===== src/core/lmbc_pkg.sv =====
package lmbc_pkg;

  localparam int unsigned SYS_CLK_MHZ = 40;
  localparam int unsigned REFRESH_PERIOD_NS = 15600;
  // Longest allowed spacing, so the cycle count rounds down
  localparam int unsigned REFRESH_CYCLES = REFRESH_PERIOD_NS * SYS_CLK_MHZ / 1000;

  // Sixteen oscillator ticks per memory cycle, four per quarter
  localparam logic [3:0] TICK_LAST = 4'hF;
  localparam logic [3:0] ROW_LAST = 4'h4;
  localparam logic [3:0] COL_FIRST = 4'h5;
  localparam logic [3:0] COL_LAST = 4'h7;
  localparam logic [3:0] DATA_FIRST = 4'h8;
  localparam logic [3:0] WSTRB_FIRST = 4'h9;
  localparam logic [3:0] WSTRB_LAST = 4'hE;
  localparam logic [3:0] RDCAP_FIRST = 4'hC;
  localparam logic [3:0] REF_CAS_LAST = 4'h4;
  localparam logic [3:0] REF_RAS_FIRST = 4'h1;
  localparam logic [3:0] REF_RAS_LAST = 4'h5;
  localparam logic [2:0] CLK_B_LAG = 3'h2;

  localparam logic [20:0] BIA_LAST = 21'h00000F;
  localparam logic [20:0] ROM_LO_FIRST = 21'h000010;
  localparam logic [20:0] ROM_LO_LAST = 21'h00FFFF;
  localparam logic [20:0] ROM_HI_FIRST = 21'h1F0000;

  localparam logic [7:0] REG_CTRL = 8'h00;
  localparam logic [7:0] REG_ADDR = 8'h04;
  localparam logic [7:0] REG_WDATA = 8'h08;
  localparam logic [7:0] REG_CMD = 8'h0C;
  localparam logic [7:0] REG_STATUS = 8'h10;
  localparam logic [7:0] REG_RDATA = 8'h14;

  localparam int unsigned CTRL_SOFT_RESET = 0;
  localparam int unsigned CTRL_REFRESH_EN = 1;
  localparam int unsigned CMD_START = 0;
  localparam int unsigned CMD_WRITE = 1;
  localparam int unsigned STAT_PAR_ERR = 3;
  localparam logic [1:0] CTRL_RESET = 2'h2;

  localparam logic [1:0] RESP_OKAY = 2'h0;
  localparam logic [1:0] RESP_SLVERR = 2'h2;

  typedef enum logic [1:0] {
    CY_IDLE = 2'b00,
    CY_ACCESS = 2'b01,
    CY_REFRESH = 2'b11
  } lmbc_cycle_t;

  typedef struct packed {
    logic [7:0] o;
    logic oe;
  } lmbc_byte_pin_t;

  typedef struct packed {
    logic o;
    logic oe;
  } lmbc_bit_pin_t;

  typedef struct packed {
    logic local_bus_clock_a;
    logic local_bus_clock_b;
    logic divided_clock_output;
    logic glue_reset_n;
    logic row_strobe_n;
    logic column_strobe_n;
    logic local_write_strobe_n;
    logic dram_output_enable_n;
    logic buffer_enable_n;
    logic buffer_direction;
    logic id_rom_enable_n;
    logic boot_rom_select_n;
    logic refresh_cycle_flag;
    logic address_latch_strobe;
    logic ext_addr_pin_zero;
    logic ext_addr_pin_two;
  } lmbc_strobe_t;

  localparam lmbc_strobe_t STROBE_RESET = 16'h0FB0;

endpackage : lmbc_pkg


===== src/core/lmbc_top.sv =====
`timescale 1ns/1ps
module lmbc_top
  import lmbc_pkg::*;
#(
  parameter int unsigned REFRESH_INTERVAL = REFRESH_CYCLES
) (
  input wire logic sys_clk,
  input wire logic sys_rst,
  input wire logic [7:0] s_axi_awaddr,
  input wire logic s_axi_awvalid,
  output logic s_axi_awready,
  input wire logic [31:0] s_axi_wdata,
  input wire logic [3:0] s_axi_wstrb,
  input wire logic s_axi_wvalid,
  output logic s_axi_wready,
  output logic [1:0] s_axi_bresp,
  output logic s_axi_bvalid,
  input wire logic s_axi_bready,
  input wire logic [7:0] s_axi_araddr,
  input wire logic s_axi_arvalid,
  output logic s_axi_arready,
  output logic [31:0] s_axi_rdata,
  output logic [1:0] s_axi_rresp,
  output logic s_axi_rvalid,
  input wire logic s_axi_rready,
  input wire logic system_reset_n,
  input wire logic bootstrap_input,
  input wire logic parity_check_enable,
  input wire logic clock_divider_select,
  input wire logic [7:0] addr_data_hi_in,
  input wire logic [7:0] addr_data_lo_in,
  input wire logic ext_addr_parity_hi_in,
  input wire logic ext_addr_parity_lo_in,
  output lmbc_byte_pin_t addr_data_hi_byte,
  output lmbc_byte_pin_t addr_data_lo_byte,
  output lmbc_bit_pin_t ext_addr_parity_hi,
  output lmbc_bit_pin_t ext_addr_parity_lo,
  output lmbc_strobe_t mem_strobes
);

  localparam int SW = 22;

  // Pin synchronisers: a bit changes once stages two and three agree
  logic [SW-1:0] pin_raw;
  logic [SW-1:0] sync1_reg;
  logic [SW-1:0] sync2_reg;
  logic [SW-1:0] sync3_reg;
  logic [SW-1:0] pin_reg;
  assign pin_raw = {system_reset_n, bootstrap_input, parity_check_enable, clock_divider_select,
                    addr_data_hi_in, addr_data_lo_in, ext_addr_parity_hi_in,
                    ext_addr_parity_lo_in};

  always_ff @(posedge sys_clk or posedge sys_rst) begin
    if (sys_rst) begin
      sync1_reg <= '0;
      sync2_reg <= '0;
      sync3_reg <= '0;
    end else begin
      sync1_reg <= pin_raw;
      sync2_reg <= sync1_reg;
      sync3_reg <= sync2_reg;
    end
  end

  genvar gi;
  generate
    for (gi = 0; gi < SW; gi++) begin : g_pin
      always_ff @(posedge sys_clk or posedge sys_rst) begin
        if (sys_rst) begin
          pin_reg[gi] <= 1'b0;
        end else if (sync2_reg[gi] == sync3_reg[gi]) begin
          pin_reg[gi] <= sync3_reg[gi];
        end
      end
    end
  endgenerate

  logic [7:0] hi_pin;
  logic [7:0] lo_pin;
  assign hi_pin = pin_reg[17:10];
  assign lo_pin = pin_reg[9:2];

  // Control and status state
  logic [1:0] ctrl_reg;
  logic [20:0] addr_reg;
  logic [15:0] wdata_reg;
  logic [15:0] rdata_reg;
  logic boot_sel_reg;
  logic par_chk_reg;
  logic par_err_reg;
  logic req_pend_reg;
  logic req_write_reg;
  logic ref_pend_reg;
  logic [9:0] ref_cnt_reg;
  logic [7:0] ref_row_reg;
  logic [3:0] tick_reg;
  lmbc_cycle_t cycle_reg;
  logic [20:0] cur_addr_reg;
  logic cur_write_reg;
  logic [15:0] cur_wdata_reg;
  logic in_reset;
  logic busy;
  logic dispatch_acc;
  logic dispatch_ref;

  assign in_reset = !pin_reg[21] || ctrl_reg[CTRL_SOFT_RESET];
  assign busy = req_pend_reg || (cycle_reg == CY_ACCESS);
  assign dispatch_ref = (tick_reg == TICK_LAST) && !in_reset && ref_pend_reg;
  assign dispatch_acc = (tick_reg == TICK_LAST) && !in_reset && !ref_pend_reg && req_pend_reg;

  // AXI4-Lite slave
  logic awready_reg;
  logic wready_reg;
  logic aw_hold_reg;
  logic w_hold_reg;
  logic [7:0] aw_addr_reg;
  logic [31:0] w_data_reg;
  logic [3:0] w_strb_reg;
  logic bvalid_reg;
  logic [1:0] bresp_reg;
  logic arready_reg;
  logic rvalid_reg;
  logic [31:0] rdata_out_reg;
  logic [1:0] rresp_reg;
  logic wr_fire;
  logic [31:0] wmask;
  assign wr_fire = aw_hold_reg && w_hold_reg && !bvalid_reg;
  assign wmask = {{8{w_strb_reg[3]}}, {8{w_strb_reg[2]}}, {8{w_strb_reg[1]}},
                  {8{w_strb_reg[0]}}};

  always_ff @(posedge sys_clk or posedge sys_rst) begin
    if (sys_rst) begin
      awready_reg <= 1'b1;
      aw_hold_reg <= 1'b0;
      aw_addr_reg <= 8'h00;
    end else if (s_axi_awvalid && awready_reg) begin
      awready_reg <= 1'b0;
      aw_hold_reg <= 1'b1;
      aw_addr_reg <= s_axi_awaddr;
    end else if (bvalid_reg && s_axi_bready) begin
      awready_reg <= 1'b1;
      aw_hold_reg <= 1'b0;
    end
  end

  always_ff @(posedge sys_clk or posedge sys_rst) begin
    if (sys_rst) begin
      wready_reg <= 1'b1;
      w_hold_reg <= 1'b0;
      w_data_reg <= 32'h00000000;
      w_strb_reg <= 4'h0;
    end else if (s_axi_wvalid && wready_reg) begin
      wready_reg <= 1'b0;
      w_hold_reg <= 1'b1;
      w_data_reg <= s_axi_wdata;
      w_strb_reg <= s_axi_wstrb;
    end else if (bvalid_reg && s_axi_bready) begin
      wready_reg <= 1'b1;
      w_hold_reg <= 1'b0;
    end
  end

  always_ff @(posedge sys_clk or posedge sys_rst) begin
    if (sys_rst) begin
      bvalid_reg <= 1'b0;
      bresp_reg <= RESP_OKAY;
    end else if (wr_fire) begin
      bvalid_reg <= 1'b1;
      if (aw_addr_reg == REG_CTRL || aw_addr_reg == REG_ADDR || aw_addr_reg == REG_WDATA ||
          aw_addr_reg == REG_CMD || aw_addr_reg == REG_STATUS) begin
        bresp_reg <= RESP_OKAY;
      end else begin
        bresp_reg <= RESP_SLVERR;
      end
    end else if (s_axi_bready) begin
      bvalid_reg <= 1'b0;
    end
  end

  always_ff @(posedge sys_clk or posedge sys_rst) begin
    if (sys_rst) begin
      ctrl_reg <= CTRL_RESET;
      addr_reg <= 21'h000000;
      wdata_reg <= 16'h0000;
    end else if (wr_fire) begin
      if (aw_addr_reg == REG_CTRL) begin
        ctrl_reg <= (ctrl_reg & ~wmask[1:0]) | (w_data_reg[1:0] & wmask[1:0]);
      end else if (aw_addr_reg == REG_ADDR) begin
        addr_reg <= (addr_reg & ~wmask[20:0]) | (w_data_reg[20:0] & wmask[20:0]);
      end else if (aw_addr_reg == REG_WDATA) begin
        wdata_reg <= (wdata_reg & ~wmask[15:0]) | (w_data_reg[15:0] & wmask[15:0]);
      end
    end
  end

  always_ff @(posedge sys_clk or posedge sys_rst) begin
    if (sys_rst) begin
      arready_reg <= 1'b1;
      rvalid_reg <= 1'b0;
      rdata_out_reg <= 32'h00000000;
      rresp_reg <= RESP_OKAY;
    end else if (s_axi_arvalid && arready_reg) begin
      arready_reg <= 1'b0;
      rvalid_reg <= 1'b1;
      rresp_reg <= RESP_OKAY;
      if (s_axi_araddr == REG_CTRL) begin
        rdata_out_reg <= {30'h00000000, ctrl_reg};
      end else if (s_axi_araddr == REG_ADDR) begin
        rdata_out_reg <= {11'h000, addr_reg};
      end else if (s_axi_araddr == REG_WDATA) begin
        rdata_out_reg <= {16'h0000, wdata_reg};
      end else if (s_axi_araddr == REG_CMD) begin
        rdata_out_reg <= {30'h00000000, req_write_reg, busy};
      end else if (s_axi_araddr == REG_STATUS) begin
        rdata_out_reg <= {27'h0000000, in_reset, par_err_reg, par_chk_reg, boot_sel_reg, busy};
      end else if (s_axi_araddr == REG_RDATA) begin
        rdata_out_reg <= {16'h0000, rdata_reg};
      end else begin
        rdata_out_reg <= 32'h00000000;
        rresp_reg <= RESP_SLVERR;
      end
    end else if (rvalid_reg && s_axi_rready) begin
      arready_reg <= 1'b1;
      rvalid_reg <= 1'b0;
    end
  end

  // Straps follow their pins for as long as the reset pin or the soft reset bit holds; sys_rst clears them
  // One cycle more, as the reset pin and the straps leave the synchroniser together
  logic strap_hold_reg;
  always_ff @(posedge sys_clk or posedge sys_rst) begin
    if (sys_rst) begin
      boot_sel_reg <= 1'b0;
      par_chk_reg <= 1'b0;
      strap_hold_reg <= 1'b1;
    end else begin
      strap_hold_reg <= in_reset;
      if (in_reset || strap_hold_reg) begin
        boot_sel_reg <= pin_reg[20];
        par_chk_reg <= pin_reg[19];
      end
    end
  end

  // Access request from software, taken only while no access is pending or running
  always_ff @(posedge sys_clk or posedge sys_rst) begin
    if (sys_rst) begin
      req_pend_reg <= 1'b0;
      req_write_reg <= 1'b0;
    end else if (wr_fire && aw_addr_reg == REG_CMD && w_strb_reg[0] &&
                 w_data_reg[CMD_START] && !busy) begin
      req_pend_reg <= 1'b1;
      req_write_reg <= w_data_reg[CMD_WRITE];
    end else if (dispatch_acc) begin
      req_pend_reg <= 1'b0;
    end
  end

  // Refresh timer; a new due refresh wins over its own dispatch
  always_ff @(posedge sys_clk or posedge sys_rst) begin
    if (sys_rst) begin
      ref_cnt_reg <= 10'h000;
      ref_pend_reg <= 1'b0;
    end else begin
      if (ref_cnt_reg == 10'h000) begin
        ref_cnt_reg <= 10'(REFRESH_INTERVAL - 1);
      end else begin
        ref_cnt_reg <= ref_cnt_reg - 10'h001;
      end
      if (ref_cnt_reg == 10'h000 && ctrl_reg[CTRL_REFRESH_EN]) begin
        ref_pend_reg <= 1'b1;
      end else if (dispatch_ref) begin
        ref_pend_reg <= 1'b0;
      end
    end
  end

  // Cycle sequencer: one decision per sixteen ticks
  always_ff @(posedge sys_clk or posedge sys_rst) begin
    if (sys_rst) begin
      tick_reg <= 4'h0;
      cycle_reg <= CY_IDLE;
      cur_addr_reg <= 21'h000000;
      cur_write_reg <= 1'b0;
      cur_wdata_reg <= 16'h0000;
      ref_row_reg <= 8'h00;
    end else begin
      tick_reg <= tick_reg + 4'h1;
      if (tick_reg == TICK_LAST) begin
        case (1'b1)
          dispatch_ref: begin
            cycle_reg <= CY_REFRESH;
            ref_row_reg <= ref_row_reg + 8'h01;
          end
          dispatch_acc: begin
            cycle_reg <= CY_ACCESS;
            cur_addr_reg <= addr_reg;
            cur_write_reg <= req_write_reg;
            cur_wdata_reg <= wdata_reg;
          end
          default: cycle_reg <= CY_IDLE;
        endcase
      end
    end
  end

  // Read data capture and odd parity check
  logic rd_cycle;
  assign rd_cycle = (cycle_reg == CY_ACCESS) && !cur_write_reg;

  always_ff @(posedge sys_clk or posedge sys_rst) begin
    if (sys_rst) begin
      rdata_reg <= 16'h0000;
    end else if (rd_cycle && tick_reg >= RDCAP_FIRST) begin
      rdata_reg <= {hi_pin, lo_pin};
    end
  end

  always_ff @(posedge sys_clk or posedge sys_rst) begin
    if (sys_rst) begin
      par_err_reg <= 1'b0;
    end else if (rd_cycle && tick_reg == TICK_LAST && par_chk_reg &&
                 (pin_reg[1] != ~^hi_pin || pin_reg[0] != ~^lo_pin)) begin
      par_err_reg <= 1'b1;
    end else if (wr_fire && aw_addr_reg == REG_STATUS && w_strb_reg[0] &&
                 w_data_reg[STAT_PAR_ERR]) begin
      par_err_reg <= 1'b0;
    end
  end

  // Pin values for the current tick, registered below
  logic acc;
  logic refr;
  logic wr_cycle;
  logic is_bia;
  logic is_rom;
  logic [1:0] quarter;
  logic [2:0] lag_phase;
  lmbc_strobe_t str_next;
  lmbc_byte_pin_t hi_next;
  lmbc_byte_pin_t lo_next;
  lmbc_bit_pin_t ph_next;
  lmbc_bit_pin_t pl_next;

  assign acc = cycle_reg == CY_ACCESS;
  assign refr = cycle_reg == CY_REFRESH;
  assign wr_cycle = acc && cur_write_reg;
  assign is_bia = cur_addr_reg <= BIA_LAST;
  assign is_rom = !boot_sel_reg && ((cur_addr_reg >= ROM_LO_FIRST && cur_addr_reg <= ROM_LO_LAST)
                  || cur_addr_reg >= ROM_HI_FIRST);
  assign quarter = tick_reg[3:2];
  assign lag_phase = tick_reg[2:0] - CLK_B_LAG;

  always_comb begin
    str_next.local_bus_clock_a = !tick_reg[2];
    str_next.local_bus_clock_b = !lag_phase[2];
    str_next.divided_clock_output = !tick_reg[2] && pin_reg[18];
    str_next.glue_reset_n = !in_reset;
    str_next.row_strobe_n = !((acc && tick_reg <= ROW_LAST) ||
                              (refr && tick_reg >= REF_RAS_FIRST && tick_reg <= REF_RAS_LAST));
    str_next.column_strobe_n = !((acc && !is_bia && !is_rom &&
                                  tick_reg >= COL_FIRST && tick_reg <= COL_LAST) ||
                                 (refr && tick_reg <= REF_CAS_LAST));
    str_next.local_write_strobe_n = !(wr_cycle && tick_reg >= WSTRB_FIRST &&
                                      tick_reg <= WSTRB_LAST);
    str_next.dram_output_enable_n = !(rd_cycle && !is_bia && !is_rom &&
                                      tick_reg >= DATA_FIRST);
    str_next.buffer_enable_n = !(acc && tick_reg >= DATA_FIRST);
    str_next.buffer_direction = wr_cycle;
    str_next.id_rom_enable_n = !(rd_cycle && is_bia);
    if (tick_reg <= ROW_LAST) begin
      str_next.boot_rom_select_n = !(rd_cycle && is_rom);
    end else begin
      str_next.boot_rom_select_n = cur_addr_reg[2];
    end
    str_next.refresh_cycle_flag = refr;
    str_next.address_latch_strobe = (acc || refr) && tick_reg == 4'h0;
    str_next.ext_addr_pin_zero = (quarter == 2'h0) ? cur_addr_reg[20] : cur_addr_reg[3];
    str_next.ext_addr_pin_two = (quarter == 2'h0) ? cur_addr_reg[18] : cur_addr_reg[1];
    case (quarter)
      2'h0: begin
        lo_next.o = cur_addr_reg[8:1];
        hi_next.o = {cur_addr_reg[16], cur_addr_reg[15:9]};
        ph_next.o = cur_addr_reg[19];
        pl_next.o = cur_addr_reg[17];
      end
      2'h1: begin
        lo_next.o = {cur_addr_reg[16], cur_addr_reg[15:9]};
        hi_next.o = {cur_write_reg, refr, 6'h00};
        ph_next.o = cur_addr_reg[20];
        pl_next.o = cur_addr_reg[18];
      end
      default: begin
        lo_next.o = cur_wdata_reg[7:0];
        hi_next.o = cur_wdata_reg[15:8];
        ph_next.o = ~^cur_wdata_reg[15:8];
        pl_next.o = ~^cur_wdata_reg[7:0];
      end
    endcase
    if (refr) begin
      lo_next.o = ref_row_reg;
    end
    lo_next.oe = (quarter[1] == 1'b0) ? (acc || refr) : wr_cycle;
    hi_next.oe = lo_next.oe;
    ph_next.oe = lo_next.oe;
    pl_next.oe = lo_next.oe;
  end

  always_ff @(posedge sys_clk or posedge sys_rst) begin
    if (sys_rst) begin
      mem_strobes <= STROBE_RESET;
      addr_data_hi_byte <= '0;
      addr_data_lo_byte <= '0;
      ext_addr_parity_hi <= '0;
      ext_addr_parity_lo <= '0;
    end else begin
      mem_strobes <= str_next;
      addr_data_hi_byte <= hi_next;
      addr_data_lo_byte <= lo_next;
      ext_addr_parity_hi <= ph_next;
      ext_addr_parity_lo <= pl_next;
    end
  end

  assign s_axi_awready = awready_reg;
  assign s_axi_wready = wready_reg;
  assign s_axi_bvalid = bvalid_reg;
  assign s_axi_bresp = bresp_reg;
  assign s_axi_arready = arready_reg;
  assign s_axi_rvalid = rvalid_reg;
  assign s_axi_rdata = rdata_out_reg;
  assign s_axi_rresp = rresp_reg;
endmodule : lmbc_top


===== config.mk =====
export PLATFORM = sky130hd
export DESIGN_NAME = lmbc_top
export DESIGN_NICKNAME = d
export VERILOG_FILES = /design/src/core/lmbc_pkg.sv /design/src/core/lmbc_top.sv
export SDC_FILE = /design/constraint.sdc
export NUM_CORES = 1
export LEC_CHECK = 0
export BUFFER_PORTS_ARGS = -buffer_cell sky130_fd_sc_hd__buf_2
export CAP_MARGIN = 25
export CORE_UTILIZATION = 30
export CTS_CLUSTER_SIZE = 30
export DETAILED_ROUTE_END_ITERATION = 10
export GPL_TIMING_DRIVEN = 0
export PLACE_DENSITY_LB_ADDON = 0.25
export SYNTH_ARGS = -nofsm -noshare
export SYNTH_HDL_FRONTEND = slang
export SYNTH_SLANG_ARGS = --single-unit

===== constraint.sdc =====
create_clock -name sys_clk -period 9.65 [get_ports sys_clk]
set_input_delay 0.965 -clock sys_clk [delete_from_list [all_inputs] [get_ports sys_clk]]
set_output_delay 0.965 -clock sys_clk [all_outputs]
set_load 0.01 [all_outputs]

== After elaboration in Yosys (flattened, before gate mapping) ==
Cells that the tools add are included.

* Bits in registers: 322
* Bits in latches: 0
* Memory bits (writable): 0
* ROM bits: 0
* Input bits: 81
* Output and inout bits: 79
* Logic and storage cells: 285
* Memories kept: 0

* Add/subtract/negate cells: 4
* $mul: 0
* Div/mod/pow operators: 0
* Magnitude comparators: 13
* Equal/unequal tests: 37
* Shift operators: 0
* Mux-type cells: 43
* Bitwise operators: 15
* Reductions and logical operators: 96

{| class="wikitable"
|+ Operator list
! operator !! count
|-
| $mux 16 || 4
|-
| $logic_and 1x1->1 || 45
|-
| $and 21x21->21 || 2
|-
| $mux 21 || 2
|-
| $and 16x16->16 || 2
|-
| $eq 8x4->1 const B || 4
|-
| $pmux 8 s2 || 2
|-
| $reduce_xnor 8->1 || 4
|-
| $eq 8x5->1 const B || 3
|-
| $mux 1 || 23
|-
| $eq 1x1->1 || 22
|-
| $ge 21x21->1 const B || 1
|-
| $ge 21x5->1 const B || 1
|-
| $le 21x16->1 const B || 1
|-
| $le 21x4->1 const B || 1
|-
| $not 21->21 || 1
|-
| $or 21x21->21 || 1
|-
| $logic_not 1->1 || 18
|-
| $eq 8x3->1 const B || 2
|-
| $logic_not 8->1 || 2
|-
| $mux 2 || 8
|-
| $not 16->16 || 1
|-
| $or 16x16->16 || 1
|-
| $reduce_bool 2->1 || 7
|-
| other kinds (27) || 50
|}

== Logic depth before layout (Yosys ltp) ==
Gate-level depths: netlist of run 1.

* Depth after elaboration: 10
* Gate-level depth with buffers: 7
* Gate-level depth less buffers: 6

== Worst setup path before layout of run 1 ==
OpenSTA, ideal clock, no wires.

* Path type: input port to flip-flop
* From: input port s_axi_araddr[3]
* To: register rdata_out_reg[0], in the netlist s_axi_rdata[0]
* Setup time: 0.064 ns
* Arrival: 2.237 ns
* Data required time: 9.586 ns
* Setup slack: 7.349 ns
* Stages: 6
* Buffers on the path: 2
* Cells stage by stage: buf_2 -> or2_2 -> clkbuf_1 -> or4b_1 -> o21ai_0 -> a21o_1

* Cells in the longest elaborated chain, start to end: 7
* Elaborated cells between the ends (all ways): 12
* Those cells by class: eq/ne: 5; mux: 6; reduce/logical: 1

{| class="wikitable"
|+ Ends and longest elaborated chain
! what !! line !! text
|-
| from (decl) || lmbc_top.sv:19 || <nowiki>input wire logic [7:0] s_axi_araddr,</nowiki>
|-
| $eq 8x5->1 || lmbc_top.sv:216 || <nowiki>end else if (s_axi_araddr == REG_RDATA) begin</nowiki>
|-
| $mux 16 || lmbc_top.sv:216 ||
|-
| $mux 16 || lmbc_top.sv:214 || <nowiki>end else if (s_axi_araddr == REG_STATUS) begin</nowiki>
|-
| $mux 16 || lmbc_top.sv:212 || <nowiki>end else if (s_axi_araddr == REG_CMD) begin</nowiki>
|-
| $mux 16 || lmbc_top.sv:210 || <nowiki>end else if (s_axi_araddr == REG_WDATA) begin</nowiki>
|-
| $mux 21 || lmbc_top.sv:208 || <nowiki>end else if (s_axi_araddr == REG_ADDR) begin</nowiki>
|-
| $mux 21 * || lmbc_top.sv:206 || <nowiki>if (s_axi_araddr == REG_CTRL) begin</nowiki>
|-
| to (signal assigned) || lmbc_top.sv:207 || <nowiki>rdata_out_reg <= {30'h00000000, ctrl_reg};</nowiki>
|-
| to (signal assigned) || lmbc_top.sv:209 || <nowiki>rdata_out_reg <= {11'h000, addr_reg};</nowiki>
|-
| to (signal assigned) || lmbc_top.sv:211 || <nowiki>rdata_out_reg <= {16'h0000, wdata_reg};</nowiki>
|-
| to (decl) || lmbc_top.sv:123 || <nowiki>logic [31:0] rdata_out_reg;</nowiki>
|}

Every way passes the cells marked *; elsewhere a longest branch is shown, timed or not.
A chain may end at the register's enable or synchronous reset.

== Worst setup path after layout of run 1 ==
* From: register tick_reg[0]
* To: register cur_wdata_reg[5]

* Cells in the longest elaborated chain, start to end: 5
* Elaborated cells between the ends (all ways): 7
* Those cells by class: eq/ne: 1; bitwise: 1; reduce/logical: 5

{| class="wikitable"
|+ Ends and longest elaborated chain
! what !! line !! text
|-
| from (decl) || lmbc_top.sv:96 || <nowiki>logic [3:0] tick_reg;</nowiki>
|-
| from (signal assigned) || lmbc_top.sv:288 || <nowiki>tick_reg <= tick_reg + 4'h1;</nowiki>
|-
| $eq 4x4->1 * || lmbc_top.sv:108, lmbc_top.sv:109, lmbc_top.sv:289 ||
|-
| $logic_and 1x1->1 || lmbc_top.sv:108, lmbc_top.sv:109 ||
|-
| $logic_and 1x1->1, on equally long branches || lmbc_top.sv:109, lmbc_top.sv:108 ||
|-
| $logic_and 1x1->1 or $not 1->1 (tied branches) || - ||
|-
| $reduce_and 3->1 (no line) * || - ||
|-
| to (signal assigned) || lmbc_top.sv:299 || <nowiki>cur_wdata_reg <= wdata_reg;</nowiki>
|-
| to (decl) || lmbc_top.sv:100 || <nowiki>logic [15:0] cur_wdata_reg;</nowiki>
|}

Marks and branches as above.

==> impl_metrics.csv, run 1 <==
group,metric,value,unit
clock_network,cts.reportedPaths.clkPinSlew,0.06,ns
worst_setup_path,critPathArrivalTime,2.94,ns
placement,place.gp.congestion,0.804,
synth,synthXorXnorAreaFrac,3.18,%
synth,ys_ff_latch,308,
sta,hold_ws,0.345,ns
clock_network,cts.path.max_buffers,3,
clock_network,cts_max_level,2,
sta,fin_crit,2.52,ns
worst_setup_path,worstSetupPathType,"reg2reg",
synth,synthMuxAreaShare,13.7,%
placement,io_buffers,133,
worst_setup_path,reg2reg_to,"cur_wdata_reg[5]",
job,cap_violations,0,
worst_setup_path,crit_path_end,"cur_wdata_reg[5]",
floorplanning,core-area,39600,µm²
detailed_routing,firstDrtPassIters,5,
cells_and_area,diodes,0,
sta,fin_tns_setup,0,ns
floorplanning,io_pins,160,
cells_and_area,syn_to_final_growth,22.5,%
cells_and_area,drive_above_1_share,35.0,%
clock_network,cts_tree,"built",
power,finalPower,0.00327,W
synth,synth_top_family_by_area,"multiplexers",
synth,yosys_warnings,0,
outcome,status,"finished clean",
worst_setup_path,r2r_slack,7.13,ns
clock_network,clkLatencyLatePin,0.55,ns
clock_network,clockRootBuffer,"clkbuf_16",
sta,setup_viol,0,
power,p_leak,6.96,nW
clock_network,post_cts_resize_count,0,
worst_setup_path,end_kind,"register",
synth,synth_seq_area_share,64.1,%
floorplanning,die-area,41000,µm²
worst_setup_path,slowest_delay,0.46,ns
floorplanning,dieHeight,202,µm
sta,fin_crit_sh,26.1,%
grt,grtUsageMet1,19.0,%
detailed_routing,via_per_inst,4.51,
clock_network,cts_sinks,308,
synth,syn_area,12000,µm²
hold_path,hp-class,"reg2reg",
detailed_routing,postRouteAntennaNets,0,
sta,finalHoldViolCount,0,
grt,first_global_vias,7578,
grt,antenna_found_initial,2,
floorplanning,initial_core_util,30.4,%
detailed_routing,vias,7260,
placement,dp_hpwl,20.2,mm
worst_setup_path,slowest_stage,"ha_1",
floorplanning,rows,73,
worst_setup_path,critPathLaunchType,"register",
sta,tightest_slew,0.735,ns
detailed_routing,routed_wl,27.8,mm
detailed_routing,drc,0,
worst_setup_path,crit_fanout,10,
worst_setup_path,r2r_cells,7,
sta,maxSlewHeadroom,50.8,%
grt,globalRouteTotalUtil,14.1,%
synth,netlist_instances,869,
placement,place_inst,1542,
synth,synth_cell_types,58,
worst_setup_path,r2r_start,"tick_reg[0]",
floorplanning,fp.dieW,202,µm
detailed_routing,post_drt_wl_per_cell,17.3,µm
sta,rsz0062_at_grt,"no",
clock_network,hold_buffers,0,
grt,grtUsageMet3,3.58,%
cells_and_area,layout.nets,1143,
sta,finClkSkew,0.0249,ns
clock_network,cts_buffers,37,
synth,synth_ff_type,"dfrtp_1",
cells_and_area,instances_no_fill,1610,
clock_network,post_cts_buffers,0,
power,peakVddDrop,0.100,mV
sta,fmax,397,MHz
synth,yosys.area_share.simple,7.34,%
synth,synthArstFlopShare,100,%
worst_setup_path,worstPathRequired,10.07,ns
synth,synth-edff-count,0,
hold_path,hold_depth,0,
worst_setup_path,crit_start,"tick_reg[0]",
grt,gr-total-overflow,0,
hold_path,worstHoldStart,"sync1_reg[16]",
grt,top_usage_layer,"met2",
grt,grt_first_pass_wirelength,44.5,mm
worst_setup_path,worstPathCellList,"ha_1 -> nand3_1 -> or2_2 -> nor3_2 -> buf_4 -> buf_6 -> mux2_2",
sta,drv_slew,0,
grt,grt_max_degree,129,
power,powerDensity,222,nW/µm²
detailed_routing,first_iter_violations,320,
synth,synth-adder-area-share,2.45,%
synth,synth_compound_area_share,6.52,%
synth,avgSynthCellArea,13.9,µm²
grt,grt.met2_usage,21.7,%
-- layout make-up --
type	instances	area [µm²]
Buffer	47	262
Fill cell	3903	24900
Multi-Input combinational cell	509	4050
Timing Repair Buffer	136	726
Tap cell	525	657
Clock inverter	16	219
Sequential cell	308	7720
Inverter	17	71.3
Clock buffer	52	1050
-- cells in the final DEF, fill, tap and decap left out, types with 6 or more instances in the layout --
master and count:
ha_1 6, mux2_2 131, nor4_1 6, dfstp_2 12, nand2_1 57, o41ai_1 11, clkbuf_1 25, a22oi_1 11
dfrtp_1 296, maj3_1 22, xnor2_1 27, clkbuf_16 37, nand2b_1 17, a22o_1 15, a21oi_1 35, nand3_1 7
nor2b_1 8, nor3_1 9, buf_1 6, o21ai_0 22, buf_2 139, nor2_1 25, o31ai_1 6, conb_1 13
inv_1 16, buf_4 17, mux2i_1 15, xor2_1 9, clkbuf_8 7
-- Yosys cell counts, types with 7 or more instances --
library cell,number,area [µm²]
a21oi_1,35,175
a22o_1,15,131
a22oi_1,11,82.6
buf_4,17,128
clkbuf_1,17,63.8
dfrtp_1,296,7410
dfstp_2,12,315
inv_1,17,63.8
maj3_1,22,220
mux2_2,131,1480
mux2i_1,15,150
nand2_1,57,214
nand2b_1,17,106
nand3_1,7,35.0
nor2_1,25,93.8
nor2b_1,8,50.1
nor3_1,9,45.0
o21ai_0,22,110
o41ai_1,11,96.3
xnor2_1,27,236
xor2_1,9,78.8
-- routing by layer --
metal  wire [µm]  up-vias  part of all wire [%]
met5          22        -                 0.079
met4         723        4                   2.6
met3        1530       50                   5.5
met2       12800      160                    46
met1       12700     3618                    46
li1            -     3428                     -
-- worst max-delay path, delay by kind of cell (launching register included) --
| kind | cells | cell delay (ns) |
|---|---|---|
| adder cells (fa/ha/maj) | 1 | 0.46 |
| buffers and inverters | 2 | 0.43 |
| flip-flops | 1 | 0.40 |
| multiplexers | 1 | 0.34 |
| AND/OR/NAND/NOR | 3 | 0.77 |
-- how the worst min path moves through the flow --
stage,endpoint
2_1_floorplan,sync2_reg[0]
5_1_grt,sync2_reg[5]
4_1_cts,sync2_reg[5]
6_report,sync2_reg[16]
3_3_place_gp,sync2_reg[7]
3_5_place_dp,sync2_reg[0]
-- through the flow --
stage | area, µm² | worst slack [ns] | utilization (%)
global placement | 13400 | -3.57 | 33.8
floorplan | 12100 | 0.189 | -
detailed placement | 13500 | 6.92 | 34.0
global route | 14800 | 6.99 | 37.2
CTS | 14800 | 7.13 | 37.2
finish | 14800 | 7.13 | 37.2
-- where the power goes --
| part | internal, W | switching (W) |
|---|---|---|
| registers | 0.00143 | 0.000119 |
| logic | 0.000157 | 0.000141 |
| clock network | 0.000876 | 0.000549 |
-- logic make-up (layout without fill, tap and decap cells) --
group	count (synthesis)	in the layout
AO/OA/AOI/OAI	118	118
XOR/XNOR	39	39
flip-flops	308	308
adder cells (fa/ha/maj)	28	28
other	1	13
buffers and inverters	64	268
multiplexers	147	147
AND/OR/NAND/NOR	164	164
Power figures use the tool's default switching activity.
==> inputs of run 2 (changes only) <==
Clock period 9.65 ns to 2.44 ns, I/O delays scaled along.
==> run 2 against run 1 <==
Against the previous run: setup slack worse by 7.0 ns; clock-buffer cell count up 2; fmax up 11%; wire length up 2.1%; non-clock buffer count up 70; combinational power rose to 4.4 times the previous value; first-iteration DRC count up 26%; cell area up 4.9%.
==> impl_metrics.csv, run 2 (synthesis results as in run 1) <==
group,metric,value,unit
cells_and_area,multiInputGateArea,4060,µm²
worst_setup_path,r2r_cells,7,
worst_setup_path,critPathArrivalTime,2.70,ns
cells_and_area,final_cell_mix,"dfrtp_1 (296), buf_2 (139), mux2_2 (131)",
cells_and_area,drive_above_1_share,33.6,%
floorplanning,io_pins,160,
sta,finalHoldViolCount,0,
sta,finClkSkew,0.0176,ns
detailed_routing,post_drt_wl_per_cell,16.9,µm
sta,maxSlewHeadroom,47.4,%
clock_network,post_cts_buffers,0,
grt,globalRouteTotalUtil,14.4,%
floorplanning,fp.dieW,202,µm
grt,antenna_found_initial,2,
cells_and_area,diodes,0,
sta,rsz0062_at_grt,"no",
cells_and_area,syn_to_final_growth,28.4,%
placement,place_inst,1549,
detailed_routing,via_per_inst,4.46,
sta,tightest_slew,0.787,ns
worst_setup_path,worstPathRequired,2.86,ns
placement,dp_hpwl,20.7,mm
clock_network,cts.reportedPaths.clkPinSlew,0.06,ns
power,p_seq_share,47.6,%
worst_setup_path,r2r_slack,0.16,ns
grt,grt_first_pass_wirelength,45.7,mm
power,finalPower,0.0129,W
detailed_routing,vias,7493,
detailed_routing,firstDrtPassIters,4,
detailed_routing,drc,0,
sta,fmax,439,MHz
sta,fin_ws,0.161,ns
detailed_routing,routed_wl,28.4,mm
sta,setup_viol,0,
sta,fin_crit,2.28,ns
power,pwr-share-comb,10.1,%
cells_and_area,final_common_cell,"dfrtp_1",
job,cap_violations,0,
power,p_int,0.00969,W
worst_setup_path,crit_start,"tick_reg[1]",
grt,grt_max_degree,43,
cells_and_area,fillers,3869,
worst_setup_path,reg2reg_to,"cur_wdata_reg[6]",
power,powerDensity,833,nW/µm²
clock_network,cts_tree,"built",
grt,gr-total-overflow,0,
clock_network,clockRootBuffer,"clkbuf_16",
cells_and_area,finalCoreUtilization,39.0,%
grt,first_global_vias,7995,
cells_and_area,layout.nets,1213,
sta,fin_crit_sh,93.4,%
power,peakVddDrop,0.473,mV
floorplanning,rows,73,
floorplanning,core-area,39600,µm²
placement,place.gp.congestion,0.816,
hold_path,hp-class,"in2reg",
worst_setup_path,end_kind,"register",
outcome,status,"finished clean",
worst_setup_path,r2r_start,"tick_reg[1]",
floorplanning,die-area,41000,µm²
detailed_routing,first_iter_violations,403,
power,switching_share,24.8,%
placement,io_buffers,133,
worst_setup_path,crit_fanout,10,
placement,place_ws,-0.0602,ns
floorplanning,initial_core_util,30.4,%
clock_network,clkLatencyLatePin,0.54,ns
worst_setup_path,crit_path_end,"cur_wdata_reg[6]",
clock_network,cts_sinks,308,
clock_network,cts_buffers,37,
power,p_switching,0.00320,W
power,clkPwrFrac,42.3,%
detailed_routing,postRouteAntennaNets,0,
sta,hold_ws,0.132,ns
sta,drv_slew,0,
worst_setup_path,critPathLaunchType,"register",
clock_network,cts.path.max_buffers,3,
clock_network,cts_max_level,2,
power,p_leak,7.27,nW
cells_and_area,instances_no_fill,1680,
floorplanning,dieHeight,202,µm
cells_and_area,seq_area,7720,µm²
worst_setup_path,worstSetupPathType,"reg2reg",
[run 2: cell count changes in the layout (fill, tap and decap cells not counted), sizes merged]
cell,previous run,this run
buf,166,173
bufinv,4,2
clkbuf,69,71
clkinv,7,9
clkinvlp,2,1
dlygate4sd3,0,63
inv,20,19
[run 2: worst max-delay path, stage by stage, from the launching register on]
cell and delay, ns:
dfrtp_1 0.44, ha_4 0.26, nand3_1 0.18, or2_2 0.35
nor3_2 0.16, buf_4 0.25, buf_6 0.18, mux2_2 0.34
[run 2: power groups by stage]
stage	clock (W)	combinational, W	sequential, W
finish	0.00545	0.00130	0.00614
global route	0.00586	0.00145	0.00622
CTS	0.00566	0.00132	0.00615
detailed placement	0	0.00123	0.00624
global placement	0	0.00116	0.00623
floorplan	0	0.000868	0.00606
[run 2: layer usage]
layer  up-vias  GRT usage [%]  wire, µm
met5         -              0        20
met4         4           5.32       708
met3        55           3.29      1440
met2       140           23.1     13300
met1      3706           18.9     12900
li1       3588              -         -
[run 2: how the worst min path moves through the flow]
| stage | startpoint | end | slack [ns] | depth (start not counted) |
|---|---|---|---|---|
| 5_1_grt | s_axi_araddr[3] | s_axi_rresp[1] | 0.15 | 3 |
| 3_5_place_dp | sys_rst | addr_data_hi_byte[3] | 0.19 | 2 |
| 3_3_place_gp | sync1_reg[7] | sync2_reg[7] | 0.33 | 0 |
| 6_report | s_axi_araddr[3] | s_axi_rresp[1] | 0.13 | 3 |
| 2_1_floorplan | ext_addr_parity_lo_in | sync1_reg[0] | 0.28 | 0 |
| 4_1_cts | s_axi_araddr[3] | s_axi_rresp[1] | 0.11 | 3 |
[run 2: area by class of cell]
cell class | instances | area share (%)
Sequential cell | 308 | 49.9
Multi-Input combinational cell | 509 | 26.2
Timing Repair Buffer | 206 | 9.57
Clock buffer | 54 | 6.98
Tap cell | 525 | 4.25
Buffer | 47 | 1.69
Clock inverter | 14 | 0.946
Inverter | 17 | 0.437
[run 2: stage by stage]
step | instance area (µm²) | TNS [ns]
floorplan | 12100 | -569.89
global placement | 13400 | -1161.53
detailed placement | 13600 | -0.529
CTS | 15500 | 0
global route | 15500 | 0
finish | 15500 | 0
[run 2: timing repair]
action,4_1_cts,5_1_grt
pin swaps,0,0
hold buffers,63,0
resized for setup,1,1
hold endpoints to repair,129,0
setup endpoints to repair,9,9
==> inputs of run 3 (changes only) <==
Settings changed: PLACE_DENSITY_LB_ADDON 0.25 to not set.
==> run 3 against run 2 <==
Against the previous run: utilization is 0.18 points lower; combinational power about the same; clock-buffer cell count fell by 11; register-to-register slack about the same; sequential share of layout area up 0.23 points; highest routed layer unchanged.
==> impl_metrics.csv, run 3 (synthesis results as in run 1) <==
group,metric,value,unit
worst_setup_path,slowest_stage,"dfrtp_1",
sta,fin_crit,2.27,ns
sta,finClkSkew,0.0255,ns
sta,setup_viol,0,
sta,fin_tns_setup,0,ns
power,powerDensity,824,nW/µm²
clock_network,cts_buffers,34,
clock_network,clockRootBuffer,"clkbuf_16",
power,p_seq_share,48.3,%
worst_setup_path,crit_path_end,"cur_wdata_reg[2]",
sta,maxSlewHeadroom,50.8,%
outcome,status,"finished clean",
floorplanning,dieHeight,202,µm
clock_network,cts.reportedPaths.clkPinSlew,0.06,ns
detailed_routing,post_drt_wl_per_cell,16.4,µm
cells_and_area,final_common_cell,"dfrtp_1",
detailed_routing,drc,0,
sta,fmax,440,MHz
power,finalPower,0.0127,W
cells_and_area,layout.nets,1208,
power,switching_share,24.5,%
clock_network,clkLatencyLatePin,0.53,ns
cells_and_area,final_cell_mix,"dfrtp_1 (296), buf_2 (139), mux2_2 (131)",
placement,placement.cell_area,13600,µm²
sta,drv_slew,0,
clock_network,cts_sinks,308,
worst_setup_path,r2r_slack,0.17,ns
power,p_leak,7.23,nW
cells_and_area,finalCoreUtilization,38.9,%
worst_setup_path,critPathArrivalTime,2.67,ns
floorplanning,rows,73,
grt,grt_max_degree,42,
detailed_routing,routed_wl,27.4,mm
clock_network,cts.path.max_buffers,3,
cells_and_area,diodes,0,
worst_setup_path,worstSetupPathType,"reg2reg",
worst_setup_path,crit_start,"tick_reg[1]",
detailed_routing,via_per_inst,4.53,
worst_setup_path,end_kind,"register",
cells_and_area,drive_above_1_share,33.6,%
worst_setup_path,r2r_cells,7,
grt,first_global_vias,7671,
grt,antenna_found_initial,3,
floorplanning,io_pins,160,
grt,grt_first_pass_wirelength,43.5,mm
floorplanning,die-area,41000,µm²
worst_setup_path,slowest_delay,0.44,ns
clock_network,post_cts_buffers,0,
sta,fin_crit_sh,93.2,%
power,p_int,0.00957,W
sta,rsz0062_at_grt,"no",
placement,io_buffers,133,
sta,tightest_slew,0.735,ns
job,cap_violations,0,
detailed_routing,postRouteAntennaNets,0,
clock_network,cts_max_level,2,
power,p_switching,0.00311,W
grt,globalRouteTotalUtil,13.6,%
floorplanning,fp.dieW,202,µm
worst_setup_path,critPathLaunchType,"register",
placement,place.gp.congestion,0.840,
cells_and_area,syn_to_final_growth,27.8,%
worst_setup_path,crit_fanout,10,
power,peakVddDrop,0.532,mV
power,clkPwrFrac,41.6,%
worst_setup_path,reg2reg_to,"cur_wdata_reg[2]",
cells_and_area,finalInstanceArea,15400,µm²
power,pwr-share-comb,10.1,%
detailed_routing,first_iter_violations,389,
sta,hold_ws,0.133,ns
detailed_routing,firstDrtPassIters,5,
floorplanning,core-area,39600,µm²
floorplanning,initial_core_util,30.4,%
worst_setup_path,worstPathRequired,2.84,ns
placement,dp_hpwl,20.4,mm
worst_setup_path,worstPathCellList,"ha_4 -> nand3_1 -> or2_2 -> nor3_2 -> buf_4 -> buf_6 -> mux2_2",
hold_path,hp-class,"in2reg",
clock_network,cts_tree,"built",
detailed_routing,vias,7557,
grt,gr-total-overflow,0,
worst_setup_path,r2r_start,"tick_reg[1]",
sta,finalHoldViolCount,0,
==> run 3: cell count changes in the layout (fill, tap and decap cells not counted), sizes merged <==
cell / delta
clkinv: -2
dlygate4sd3: -2
clkinvlp: +2
bufinv: +2
clkbuf: -11
==> run 3: worst min path at each step <==
| stage | from | end | slack, ns | depth (start not counted) |
|---|---|---|---|---|
| after floorplan | ext_addr_parity_lo_in | sync1_reg[0] | 0.28 | 0 |
| after global placement | sync1_reg[2] | sync2_reg[2] | 0.33 | 0 |
| after detailed placement | sync1_reg[14] | sync2_reg[14] | 0.33 | 0 |
| after CTS | s_axi_araddr[3] | s_axi_rresp[1] | 0.12 | 3 |
| after global routing | s_axi_araddr[3] | s_axi_rresp[1] | 0.17 | 3 |
| final | s_axi_araddr[3] | s_axi_rresp[1] | 0.13 | 3 |
==> run 3: what timing repair did <==
action                                  CTS  global route
endpoints found under the hold margin    80             0
hold buffers                             61             0
resized for setup                         1             1
endpoints found under the setup margin    9             9
==> run 3: power by group through the flow <==
| stage | clock network (W) | logic [W] | registers, W |
|---|---|---|---|
| 3_5_place_dp | 0 | 0.00122 | 0.00622 |
| 3_3_place_gp | 0 | 0.00115 | 0.00621 |
| 6_report | 0.00528 | 0.00128 | 0.00613 |
| 4_1_cts | 0.00544 | 0.00131 | 0.00613 |
| 2_1_floorplan | 0 | 0.000868 | 0.00606 |
| 5_1_grt | 0.00563 | 0.00142 | 0.00620 |
==> run 3: routing by layer <==
layer | wire (µm) | global-route usage [%] | vias up
li1 | - | - | 3566
met1 | 12500 | 18.6 | 3728
met2 | 12500 | 21.2 | 204
met3 | 1740 | 3.42 | 53
met4 | 619 | 4.00 | 6
met5 | 37 | 0 | -
==> run 3: cell type report <==
| cell class | count | area [µm²] |
|---|---|---|
| timing repair buffer | 204 | 1460 |
| clock inverter | 16 | 230 |
| inverter | 17 | 67.6 |
| tap | 525 | 657 |
| fill | 3815 | 24200 |
| buffer | 47 | 262 |
| sequential | 308 | 7720 |
| clock buffer | 43 | 945 |
| multi-input combinational | 509 | 4060 |
==> run 3: per-stage QoR <==
| step | setup WS (ns) | cells |
|---|---|---|
| 6_report | 0.166 | 1669 |
| 5_1_grt | 0.0199 | 1669 |
| 4_1_cts | 0.0765 | 1669 |
| 3_5_place_dp | -0.0136 | 1549 |
| 3_3_place_gp | -3.68 | 1539 |
| 2_1_floorplan | -1.89 | 881 |
==> run 3: worst max-delay path, delay by kind of cell, from the launching register on <==
kind / cells / cell delay, ns
buffers and inverters: 2 / 0.42
flip-flops: 1 / 0.44
AND/OR/NAND/NOR: 3 / 0.70
adder cells (fa/ha/maj): 1 / 0.24
multiplexers: 1 / 0.34
